--- config.mk ---
export PLATFORM = sky130hd
export DESIGN_NAME = pcg_clock_gen
export DESIGN_NICKNAME = d
export VERILOG_FILES = /design/src/design/pcg_pkg.sv /design/src/design/pcg_divider.sv /design/src/design/pcg_clock_gen.sv
export SDC_FILE = /design/constraint.sdc
export NUM_CORES = 1
export LEC_CHECK = 0
export BUFFER_PORTS_ARGS = -buffer_cell sky130_fd_sc_hd__buf_2
export CAP_MARGIN = 10
export CORE_ASPECT_RATIO = 1.2
export CORE_MARGIN = 2
export CORE_UTILIZATION = 45
export DETAILED_ROUTE_END_ITERATION = 10
export PLACE_DENSITY = 0.67
export SLEW_MARGIN = 20
export SYNTH_ARGS = -nofsm -noshare
export SYNTH_HDL_FRONTEND = slang
export SYNTH_SLANG_ARGS = --single-unit
--- constraint.sdc ---
create_clock -name clk_sys -period 6.8 [get_ports clk_sys]
set_clock_uncertainty 0.05 [all_clocks]
set_input_delay 0.68 -clock clk_sys [delete_from_list [all_inputs] [get_ports clk_sys]]
set_output_delay 0.68 -clock clk_sys [all_outputs]
set_load 0.01 [all_outputs]
--- src/design/pcg_pkg.sv ---
// What this block does, and what its software must do
// RQ1: internal 1 MHz oscillator is default reference
// RQ2: external reference is oscillator over divider plus one
// RQ3: VCO is twice reference times multiplier plus one
// RQ4: locked output is VCO over post divider plus one
// RQ5: unlocked output is VCO divided by four
// RQ6: bus is half output, or oscillator when deselected
// RQ7: software sets both loop range fields correctly
// RQ8: phase detector pulses follow reference/feedback phase
// RQ9: read-only lock bit with lock/unlock hysteresis
// RQ10: lock toggle raises interrupt when enabled
// RQ11: software trusts VCO only after lock reads set
// RQ12: lock decided by comparing feedback and reference frequency
// RQ13: software clears lock interrupt enable before stop
// RQ14: software clears both enables before full stop
// RQ15: oscillator-up flag set after oscillator starts successfully
// RQ16: single spikes dropped, bursts clear up and lock
// RQ17: spike filtering works with either bus source
// RQ18: with synth bus source disturbances always flagged
// RQ19: reset gives engaged-internal mode, 64/16/8 MHz setup
// RQ20: watchdog and periodic timer run from internal oscillator
// RQ21: software prefers low multiplier, high reference
// RQ22: oscillator register write clears lock and up
// RQ23: software writes VCO/oscillator ratio halved into filter
// RQ24: key 0x26 unprotects, other writes protect
// RQ25: lock counts feedback edges over reference window
package pcg_pkg;
    // register byte offsets
    localparam logic [7:0] OFS_SYNTH   = 8'h00;
    localparam logic [7:0] OFS_REFERENCE_DIVIDER  = 8'h04;
    localparam logic [7:0] OFS_OUTPUT_DIVIDER = 8'h08;
    localparam logic [7:0] OFS_CLKSEL  = 8'h0c;
    localparam logic [7:0] OFS_OSC     = 8'h10;
    localparam logic [7:0] OFS_CONFIG_WRITE_PROTECT    = 8'h14;
    localparam logic [7:0] OFS_IRQEN   = 8'h18;
    localparam logic [7:0] OFS_STATUS  = 8'h1c;

    // field positions
    localparam int RANGE_LSB    = 6;
    localparam int OSC_EN_BIT   = 7;
    localparam int LOCK_IRQ_ENABLE_BIT   = 0;
    localparam int OSC_STATUS_IRQ_ENABLE_BIT    = 1;
    localparam int ST_LOCK_BIT  = 0;
    localparam int ST_UP_BIT    = 1;
    localparam int ST_LFLG_BIT  = 2;
    localparam int ST_OFLG_BIT  = 3;
    localparam int ST_EXTR_BIT  = 4;

    // engaged-internal reset setup: 1 MHz x 64 = 64 MHz, post 0x03
    localparam logic [5:0] RST_SYNTH_MULTIPLIER   = 6'h1f;
    localparam logic [1:0] RST_VCORANGE = 2'h1;
    localparam logic [3:0] RST_REFERENCE_DIVIDER   = 4'h0;
    localparam logic [1:0] RST_REFRANGE = 2'h0;
    localparam logic [4:0] RST_OUTPUT_DIVIDER  = 5'h03;
    localparam logic       RST_BUS_FROM_SYNTH_SELECT   = 1'b1;

    localparam logic [7:0] CONFIG_WRITE_PROTECT_KEY          = 8'h26;
    localparam logic [7:0] UNLOCKED_RATIO    = 8'h04;
    localparam logic [7:0] LOCK_WINDOW       = 8'h10;
    localparam logic [7:0] LOCK_TOL          = 8'h01;
    localparam logic [7:0] UNLOCK_TOL        = 8'h02;
    localparam logic [1:0] SPIKE_BURST       = 2'h2;
    localparam logic [4:0] OSC_UP_EDGES      = 5'h10;
endpackage : pcg_pkg

--- src/design/pcg_divider.sv ---
`timescale 1ns/1ps
// counts input ticks, emits one tick per ratio ticks and a divided level
module pcg_divider #(
    parameter int W = 8
) (
    input  wire logic         clk_sys,
    input  wire logic         rst_n,
    input  wire logic         inTick,
    input  wire logic         inLevel,
    input  wire logic [W-1:0] ratio,
    output logic              outTick,
    output logic              outLevel
);
    typedef struct packed {
        logic [W-1:0] cnt;
    } pcg_div_state_t;

    pcg_div_state_t st_reg;
    pcg_div_state_t st_next;
    logic           wrap;

    // ratio of zero is treated as one so the counter never runs away
    always_comb
    begin
        st_next = st_reg;
        wrap    = (st_reg.cnt >= ratio - W'(1)) || (ratio == '0);
        if (inTick)
        begin
            st_next.cnt = wrap ? '0 : st_reg.cnt + W'(1);
        end
        outTick  = inTick && wrap;
        outLevel = (ratio <= W'(1)) ? inLevel : (st_reg.cnt < (ratio >> 1));
    end

    always_ff @(posedge clk_sys or negedge rst_n)
    begin
        if (!rst_n)
            st_reg <= '0;
        else
            st_reg <= st_next;
    end
endmodule : pcg_divider

--- src/design/pcg_clock_gen.sv ---
`timescale 1ns/1ps
module pcg_clock_gen (
    input  wire logic        clk_sys,
    input  wire logic        rst_n,
    input  wire logic        hsel,
    input  wire logic [31:0] haddr,
    input  wire logic [1:0]  htrans,
    input  wire logic        hwrite,
    input  wire logic [2:0]  hsize,
    input  wire logic [31:0] hwdata,
    input  wire logic        hready,
    output logic             hreadyout,
    output logic             hresp,
    output logic [31:0]      hrdata,
    input  wire logic        internalOscPin,
    input  wire logic        extOscPin,
    input  wire logic        vcoPin,
    output logic             synthRefClk,
    output logic             feedbackClk,
    output logic             synthOutClk,
    output logic             busClk,
    output logic             wdogRtiClk,
    output logic             pdUp,
    output logic             pdDown,
    output logic             lockIrq,
    output logic             oscIrq,
    output logic             extOscEnable,
    output logic [1:0]       refRange,
    output logic [1:0]       vcoRange
);
    // sync bit order: 0 internal oscillator, 1 external oscillator, 2 vco
    typedef struct packed {
        logic [2:0]  syncA;
        logic [2:0]  syncB;
        logic [2:0]  syncC;
        logic        aValid;
        logic        aWrite;
        logic [7:0]  aOfs;
        logic        ready;
        logic [31:0] rdata;
        logic [5:0]  synth_multiplier;
        logic [1:0]  vcoRng;
        logic [3:0]  reference_divider;
        logic [1:0]  refRng;
        logic [4:0]  output_divider;
        logic        bus_from_synth_select;
        logic        oscEn;
        logic [4:0]  filtRatio;
        logic        config_write_protect;
        logic        lock_irq_enable;
        logic        osc_status_irq_enable;
        logic        lock;
        logic        oscUp;
        logic        lockFlag;
        logic        oscFlag;
        logic [7:0]  winCnt;
        logic [7:0]  fbCnt;
        logic [6:0]  spikeCnt;
        logic [1:0]  badRun;
        logic [4:0]  upCnt;
        logic        spike_filter_ratio;
        logic        pdUp;
        logic        pdDown;
        logic        synth_reference_clock;
        logic        feedback_clock;
        logic        synthClk;
        logic        busClk;
        logic        wdogClk;
        logic        lockIrq;
        logic        oscIrq;
    } pcg_state_t;

    pcg_state_t s_reg;
    pcg_state_t s_next;

    logic [2:0] rise;
    logic [2:0] fall;
    logic       wrPhase;
    logic       cfgOk;
    logic       oscWrite;
    logic       protWrite;
    logic       spike;
    logic       burst;
    logic       oscGoodTick;
    logic       refTick;
    logic       refLevel;
    logic       refDivTick;
    logic       refDivLevel;
    logic       fbTick;
    logic       fbLevel;
    logic       postTick;
    logic       postLevel;
    logic [7:0] refRatio;
    logic [7:0] fbRatio;
    logic [7:0] postRatio;
    logic [7:0] fbTotal;
    logic [7:0] diff;

    // field plus one, widened to the divider width
    function automatic logic [7:0] plusOne(input logic [7:0] v);
        plusOne = v + 8'h01;
    endfunction : plusOne

    function automatic logic [7:0] absDiff(input logic [7:0] a, input logic [7:0] b);
        absDiff = (a > b) ? (a - b) : (b - a);
    endfunction : absDiff

    // ratios feeding the three dividers
    always_comb
    begin
        refRatio  = plusOne({4'h0, s_reg.reference_divider}); // RQ2
        fbRatio   = plusOne({2'h0, s_reg.synth_multiplier}) << 1; // RQ3
        postRatio = s_reg.lock ? plusOne({3'h0, s_reg.output_divider}) : pcg_pkg::UNLOCKED_RATIO; // RQ4 RQ5
    end

    // edges come only from the second and third stages
    assign rise = s_reg.syncB & ~s_reg.syncC;
    assign fall = ~s_reg.syncB & s_reg.syncC;

    pcg_divider #(.W(8)) uRefDiv (
        .clk_sys  (clk_sys),
        .rst_n    (rst_n),
        .inTick   (oscGoodTick),
        .inLevel  (s_reg.spike_filter_ratio),
        .ratio    (refRatio),
        .outTick  (refDivTick),
        .outLevel (refDivLevel)
    );

    pcg_divider #(.W(8)) uFbDiv (
        .clk_sys  (clk_sys),
        .rst_n    (rst_n),
        .inTick   (rise[2]),
        .inLevel  (s_reg.syncB[2]),
        .ratio    (fbRatio),
        .outTick  (fbTick),
        .outLevel (fbLevel)
    );

    pcg_divider #(.W(8)) uPostDiv (
        .clk_sys  (clk_sys),
        .rst_n    (rst_n),
        .inTick   (rise[2]),
        .inLevel  (s_reg.syncB[2]),
        .ratio    (postRatio),
        .outTick  (postTick),
        .outLevel (postLevel)
    );

    // spike filter qualifies oscillator edges against vco edge count
    // a suppressed edge does not restart the count, so one spike costs nothing
    always_comb
    begin
        spike       = rise[1] && (s_reg.filtRatio != '0)
                      && (s_reg.spikeCnt < {2'h0, s_reg.filtRatio}); // RQ16 RQ17
        burst       = spike && s_reg.oscEn
                      && ((s_reg.badRun + 2'h1) >= pcg_pkg::SPIKE_BURST); // RQ16 RQ18
        oscGoodTick = rise[1] && !spike;
        refTick     = s_reg.oscEn ? refDivTick : rise[0]; // RQ1 RQ2
        refLevel    = s_reg.oscEn ? refDivLevel : s_reg.syncB[0]; // RQ1 RQ2
        fbTotal     = s_reg.fbCnt + {7'h0, fbTick};
        diff        = absDiff(fbTotal, pcg_pkg::LOCK_WINDOW);
    end

    // write data phase decode
    always_comb
    begin
        wrPhase   = s_reg.aValid && s_reg.aWrite;
        cfgOk     = !s_reg.config_write_protect; // RQ24
        oscWrite  = wrPhase && (s_reg.aOfs == pcg_pkg::OFS_OSC) && cfgOk && s_reg.bus_from_synth_select;
        protWrite = wrPhase && (s_reg.aOfs == pcg_pkg::OFS_CONFIG_WRITE_PROTECT);
    end

    always_comb
    begin
        s_next       = s_reg;
        s_next.syncA = {vcoPin, extOscPin, internalOscPin};
        s_next.syncB = s_reg.syncA;
        s_next.syncC = s_reg.syncB;
        s_next.ready = 1'b1;

        // ahb address phase: zero wait states, read data prepared here
        s_next.aValid = hsel && htrans[1] && hready;
        s_next.aWrite = hwrite;
        s_next.aOfs   = haddr[7:0];
        s_next.rdata  = '0;
        if (hsel && htrans[1] && hready && !hwrite && (haddr[31:8] == '0))
        begin
            if (haddr[7:0] == pcg_pkg::OFS_SYNTH)
                s_next.rdata = {24'h0, s_reg.vcoRng, s_reg.synth_multiplier};
            else if (haddr[7:0] == pcg_pkg::OFS_REFERENCE_DIVIDER)
                s_next.rdata = {24'h0, s_reg.refRng, 2'h0, s_reg.reference_divider};
            else if (haddr[7:0] == pcg_pkg::OFS_OUTPUT_DIVIDER)
                s_next.rdata = {27'h0, s_reg.output_divider};
            else if (haddr[7:0] == pcg_pkg::OFS_CLKSEL)
                s_next.rdata = {31'h0, s_reg.bus_from_synth_select};
            else if (haddr[7:0] == pcg_pkg::OFS_OSC)
                s_next.rdata = {24'h0, s_reg.oscEn, 2'h0, s_reg.filtRatio};
            else if (haddr[7:0] == pcg_pkg::OFS_CONFIG_WRITE_PROTECT)
                s_next.rdata = {31'h0, s_reg.config_write_protect};
            else if (haddr[7:0] == pcg_pkg::OFS_IRQEN)
                s_next.rdata = {30'h0, s_reg.osc_status_irq_enable, s_reg.lock_irq_enable};
            else if (haddr[7:0] == pcg_pkg::OFS_STATUS)
                s_next.rdata = {27'h0, s_reg.oscEn, s_reg.oscFlag, s_reg.lockFlag,
                                s_reg.oscUp, s_reg.lock}; // RQ9
        end

        // ahb data phase: register writes, protection checked first
        if (wrPhase && cfgOk)
        begin
            if (s_reg.aOfs == pcg_pkg::OFS_SYNTH)
            begin
                s_next.synth_multiplier = hwdata[5:0];
                s_next.vcoRng = hwdata[pcg_pkg::RANGE_LSB +: 2];
            end
            else if (s_reg.aOfs == pcg_pkg::OFS_REFERENCE_DIVIDER)
            begin
                s_next.reference_divider = hwdata[3:0];
                s_next.refRng = hwdata[pcg_pkg::RANGE_LSB +: 2];
            end
            else if (s_reg.aOfs == pcg_pkg::OFS_OUTPUT_DIVIDER)
                s_next.output_divider = hwdata[4:0];
            else if (s_reg.aOfs == pcg_pkg::OFS_CLKSEL)
                s_next.bus_from_synth_select = hwdata[0]; // RQ6
        end
        if (oscWrite)
        begin
            s_next.oscEn     = hwdata[pcg_pkg::OSC_EN_BIT]; // RQ15
            s_next.filtRatio = hwdata[4:0];
        end
        if (protWrite)
            s_next.config_write_protect = (hwdata[7:0] != pcg_pkg::CONFIG_WRITE_PROTECT_KEY); // RQ24
        if (wrPhase && (s_reg.aOfs == pcg_pkg::OFS_IRQEN))
        begin
            s_next.lock_irq_enable = hwdata[pcg_pkg::LOCK_IRQ_ENABLE_BIT];
            s_next.osc_status_irq_enable  = hwdata[pcg_pkg::OSC_STATUS_IRQ_ENABLE_BIT];
        end
        // flags clear by writing one; hardware set below wins
        if (wrPhase && (s_reg.aOfs == pcg_pkg::OFS_STATUS))
        begin
            if (hwdata[pcg_pkg::ST_LFLG_BIT])
                s_next.lockFlag = 1'b0;
            if (hwdata[pcg_pkg::ST_OFLG_BIT])
                s_next.oscFlag = 1'b0;
        end

        // oscillator qualification count and filtered level
        if (rise[2] && (s_reg.spikeCnt != '1))
            s_next.spikeCnt = s_reg.spikeCnt + 7'h01;
        if (fall[1])
            s_next.spike_filter_ratio = 1'b0;
        if (oscGoodTick)
        begin
            s_next.spike_filter_ratio  = 1'b1;
            s_next.spikeCnt = '0;
            s_next.badRun   = '0;
            if (s_reg.upCnt != pcg_pkg::OSC_UP_EDGES)
                s_next.upCnt = s_reg.upCnt + 5'h01;
            else if (s_reg.oscEn)
                s_next.oscUp = 1'b1; // RQ15
        end
        else if (spike)
            s_next.badRun = s_reg.badRun + 2'h1;

        // lock detector: feedback edges over a window of reference edges
        if (fbTick && (s_reg.fbCnt != '1))
            s_next.fbCnt = fbTotal; // RQ25
        if (refTick)
        begin
            s_next.winCnt = s_reg.winCnt + 8'h01;
            if (s_reg.winCnt == pcg_pkg::LOCK_WINDOW - 8'h01)
            begin
                s_next.winCnt = '0;
                s_next.fbCnt  = '0;
                if (!s_reg.lock && (diff <= pcg_pkg::LOCK_TOL))
                    s_next.lock = 1'b1; // RQ9 RQ12
                else if (s_reg.lock && (diff > pcg_pkg::UNLOCK_TOL))
                    s_next.lock = 1'b0; // RQ9
            end
        end

        // disturbance and configuration change drop the status
        if (!s_reg.oscEn)
        begin
            s_next.oscUp  = 1'b0;
            s_next.upCnt  = '0;
            s_next.badRun = '0;
        end
        if (burst || oscWrite)
        begin
            s_next.oscUp  = 1'b0; // RQ16 RQ22
            s_next.lock   = 1'b0; // RQ16 RQ22
            // restart the window so a half-old count cannot relock at once
            s_next.winCnt = '0;
            s_next.fbCnt  = '0;
            s_next.upCnt  = '0;
            s_next.badRun = '0;
        end

        // a toggle of lock or oscUp sets its sticky flag
        if (s_next.lock != s_reg.lock)
            s_next.lockFlag = 1'b1; // RQ10
        if (s_next.oscUp != s_reg.oscUp)
            s_next.oscFlag = 1'b1;
        s_next.lockIrq = s_reg.lockFlag && s_reg.lock_irq_enable; // RQ10
        s_next.oscIrq  = s_reg.oscFlag && s_reg.osc_status_irq_enable;

        // simple phase-frequency detector, both set cancels
        if ((refTick || s_reg.pdUp) && (fbTick || s_reg.pdDown))
        begin
            s_next.pdUp   = 1'b0; // RQ8
            s_next.pdDown = 1'b0;
        end
        else
        begin
            s_next.pdUp   = refTick || s_reg.pdUp; // RQ8
            s_next.pdDown = fbTick || s_reg.pdDown;
        end

        // clock outputs, all retimed on clk_sys
        s_next.synth_reference_clock   = refLevel;
        s_next.feedback_clock    = fbLevel;
        s_next.synthClk = postLevel;
        if (postTick)
            s_next.busClk = !s_reg.busClk;
        if (!s_reg.bus_from_synth_select)
            s_next.busClk = s_reg.spike_filter_ratio; // RQ6
        s_next.wdogClk = s_reg.syncB[0]; // RQ20
    end

    // the only register stage outside the three dividers; engaged-internal setup on reset
    always_ff @(posedge clk_sys or negedge rst_n)
    begin
        if (!rst_n)
        begin
            s_reg        <= '0;
            s_reg.synth_multiplier <= pcg_pkg::RST_SYNTH_MULTIPLIER; // RQ19
            s_reg.vcoRng <= pcg_pkg::RST_VCORANGE;
            s_reg.reference_divider <= pcg_pkg::RST_REFERENCE_DIVIDER;
            s_reg.refRng <= pcg_pkg::RST_REFRANGE;
            s_reg.output_divider <= pcg_pkg::RST_OUTPUT_DIVIDER; // RQ19
            s_reg.bus_from_synth_select <= pcg_pkg::RST_BUS_FROM_SYNTH_SELECT; // RQ19
        end
        else
            s_reg <= s_next;
    end

    assign hreadyout    = s_reg.ready;
    assign hresp        = 1'b0 & s_reg.ready;
    assign hrdata       = s_reg.rdata;
    assign synthRefClk  = s_reg.synth_reference_clock;
    assign feedbackClk  = s_reg.feedback_clock;
    assign synthOutClk  = s_reg.synthClk;
    assign busClk       = s_reg.busClk;
    assign wdogRtiClk   = s_reg.wdogClk;
    assign pdUp         = s_reg.pdUp;
    assign pdDown       = s_reg.pdDown;
    assign lockIrq      = s_reg.lockIrq;
    assign oscIrq       = s_reg.oscIrq;
    assign extOscEnable = s_reg.oscEn;
    assign refRange     = s_reg.refRng;
    assign vcoRange     = s_reg.vcoRng;
endmodule : pcg_clock_gen

==> run summary <==
The number of standard-cell rows in the floorplan was 52. The slowest stage of the critical path belongs to the cell dfstp_2. Entering global routing, the biggest net connects 65 pins.

At the end of routability-driven placement, the weighted congestion stood at 0.884. The run gives 8750 sq um as the finished layout cell area. The cell area that synthesis handed to floorplanning was 7770 sq um. Once the clock tree was built, the setup fixing pass inserted 0 buffers.

After layout, the worst setup slack is 1320 ps. The die is 148 um tall. Excluding fillers, the count of instances in the completed layout stands at 1099. In this run the power density over the cells is 268 nW/um^2. No sink is reached through more buffers than the 2 on the longest clock path.

After routing, the total negative slack on setup checks comes to 0 ps. The worst setup path is launched from a flip-flop. The most critical setup path has its endpoint at s_reg[41]. The logs give 5782 for the via count of the first global-routing pass and 0 for the remaining global-route overflow. Along the worst path, the maximum fanout reaches 12. In this run the static leakage power is 4.13 nW. Summing internal, switching and leakage power gives 2.35 mW.

The run gives 251 as the starting DRC count in detailed routing. The tools report the number of buffers added by the clock tree synthesis step as 17. Traced cell by cell, the critical path runs through ha_1, nand3_1, xor2_1, nand2_1, nor2_1, xor2_1, ha_1, o211ai_1, o211a_1, nor2_1, ha_1, xor2_1, inv_1, ha_1, o211ai_1, nand3_1, and4_1, a2111oi_1, nor3b_1, a221o_1.

The count of endpoints failing hold in the final timing report was 0; the number of instances in the synthesized netlist was 817. The share of flip-flops with an asynchronous set or reset came out at 1.00. Die span in x: 124 um. The later pin in the worst-skew pair is clocked with a latency of 430 ps. After detailed routing, the average wire length per cell comes to 15.5 um. The number of synthesized register bits was 124. The library cell used most frequently in the layout, excluding fill and tap cells, is dfrtp_1. Before CTS, the worst setup slack after placement is 1300 ps. The tools report the total number of nets in the final design as 1006. The run gives 1320 ps as the setup slack on the worst flop-to-flop path. The number of enable-type register cells in the synthesized netlist is 0.

TritonCTS built the clock tree. The H-tree was split into 4 levels. Clock-pin slew was measured on the worst setup and hold paths at 60 ps. Input and output buffers added on the ports amount to 71. The largest stage delay on the critical path is 630 ps. The top cell types in the final layout, fill and taps aside, are 115 x dfrtp_1, 70 x buf_2, 67 x nand2_1, 62 x nor2_1, 59 x ha_1. The die covers 18300 sq um. The most common cell type on the critical path is ha_1.

For the pin with the worst max-slew slack, the measured transition is 829 ps. The run gives 0.182 GHz as the highest clock frequency the design can meet. The nature of the critical path endpoint is a flip-flop. Once placement completed, the tool counted placed cells totaling 1067. The most common flop cell mapped by yosys is dfrtp_1. In the routed design, unresolved DRC markers number 0. The run gives 5740 ps as the data arrival at the endpoint of the critical path. The period utilization came out at 0.807. The total routing resource utilization after global routing was 0.198; the number of maximum-capacitance violations was 0.

The HPWL reported at the end of detailed placement came out at 12500 um. The final wirelength is 17000 um. For the initial core utilization, the log shows 0.459. The logs give 7060 ps for the endpoint required time on the critical path and 0 for the number of inserted diodes. The placed instances occupy a cell area of 8120 sq um.

Compared with the post-synthesis result, the final layout area differs by 12.6%. The worst-case IR drop observed on VDD is 0.182 mV. In this run the mean area of a mapped cell was 9.51 sq um. The flow ran to the end, and the final reports show no timing, DRC or antenna violations.

The type of the worst setup path is flip-flop to flip-flop. 125 I/O pins were placed. The register with the most flip-flops in the layout has 72 of them. Hold timing on the final database bottoms out at a slack of 269 ps. Detailed routing inserted a total of 5949 vias. In this run the remaining antenna-violating nets after routing total 0. Setup repair after global routing left no endpoint under its margin. The number of instances resized during post-cts repair came out at 0.

The core region area was 16900 sq um. The final design utilization is 0.517. The min-delay analysis places its worst path in the category input pin to async pin. The run gives 0 as the number of pins exceeding their max-slew limit in the final report.

CTS placed an instance of clkbuf_16 at the clock tree root. In this run, post-CTS hold repair placed 0 buffers. For the sequential element share of the synthesized area, the log shows 0.401. Yosys mapped the design onto 77 distinct sky130hd cell types. The worst slew slack as a fraction of its limit was 0.448; the average vias per placed instance was 5.41. Subtracting the final worst setup slack from the clock period gives 5480 ps.

For the worst flop-to-flop path, the logic depth is 20. The number of clock sinks came out at 124. The tools report the worst flop-to-flop path endpoint as s_reg[41].

Setup violations remaining at the end of the flow were counted as 0. In this run the worst setup path begins at s_reg[67]. The tools report the startpoint of the lowest-slack register-to-register path as s_reg[67]. The tools report the number of antenna violations at the first check in global routing as 0. Ratio of cells with drive above 1 in the final layout: 0.163. The run gives 28300 um as the wire length of the first global-routing pass.

For this run, the detailed router's first-pass iteration total came to 6. Yosys printed 0 warnings.
[report_power, final]
part | internal (mW) | total, mW | switching (mW)
logic | 0.209 | 0.477 | 0.269
registers | 0.814 | 0.905 | 0.0916
clock network | 0.633 | 0.964 | 0.330
total | 1.66 | 2.35 | 0.690
[critical path: cells and delay by family (launching register included)]
family,cells,cell delay (ps)
AOI/OAI and AO/OA,5,1400
adders and majority gates,4,1250
and+or+nand+nor,7,1230
xor gates and xnor gates,3,670
DFF,1,630
buffers and inverters,1,120
[area by class of cell]
| type | count | area [sq um] |
|---|---|---|
| sequential | 124 | 3110 |
| fill | 1578 | 8170 |
| tap | 216 | 270 |
| clock inverter | 10 | 165 |
| inverter | 28 | 105 |
| timing repair buffer | 74 | 380 |
| multi-input combinational | 625 | 4250 |
| clock buffer | 22 | 464 |
[worst min-delay path by stage]
| stage | cells past startpoint | slack [ps] | end |
|---|---|---|---|
| 6_report | 1 | 270 | feedbackClk |
| 5_1_grt | 1 | 300 | s_next[121] |
| 4_1_cts | 1 | 300 | feedbackClk |
| 3_5_place_dp | 0 | 290 | s_next[117] |
| 3_3_place_gp | 0 | 280 | s_next[117] |
| 2_1_floorplan | 0 | 280 | s_next[117] |
[synthesized netlist by cell type (4+ instances only)]
cell	count	area, sq um
o211ai_1	4	30.0
nor2b_1	8	50.1
xor2_1	17	149
nor4_1	7	43.8
mux2_2	19	214
dfrtp_1	115	2880
and3_1	13	81.3
o21ai_0	52	260
nand3_1	43	215
nand2_1	67	251
ha_1	59	738
a211oi_1	7	52.6
nor4b_1	6	52.6
mux2i_1	11	110
a41oi_1	4	35.0
or3_1	6	37.5
a21oi_1	32	160
nor3_1	21	105
buf_2	5	25.0
nor3b_1	5	37.5
a31oi_1	8	50.1
o2111ai_1	4	35.0
dfstp_2	9	236
nand4_1	9	56.3
xnor2_1	29	254
and2_1	8	50.1
a21o_1	12	90.1
nor2_1	62	233
nand2b_1	16	100
clkbuf_1	20	75.1
inv_1	28	105
nand3b_1	6	45.0
buf_4	38	285
or4_1	5	37.5
o21a_1	6	45.0
[metal layers]
metal	global-route usage	wire length (um)	share of wire
met5	0	0	0
met4	0.0725	293	0.017
met3	0.0463	572	0.034
met2	0.319	8450	0.50
met1	0.258	7720	0.45
[cells by family after synthesis]
kind of cell,count (synthesis),share of synthesized area
AND/OR/NAND/NOR,303,0.208
multiplexers,30,0.0417
adder cells (fa/ha/maj),59,0.0950
buffers and inverters,92,0.0636
flip-flops,124,0.401
AO/OA/AOI/OAI,161,0.138
XOR/XNOR,46,0.0519
other,2,0.000967
No activity file was read; power rests on OpenSTA's default activity.
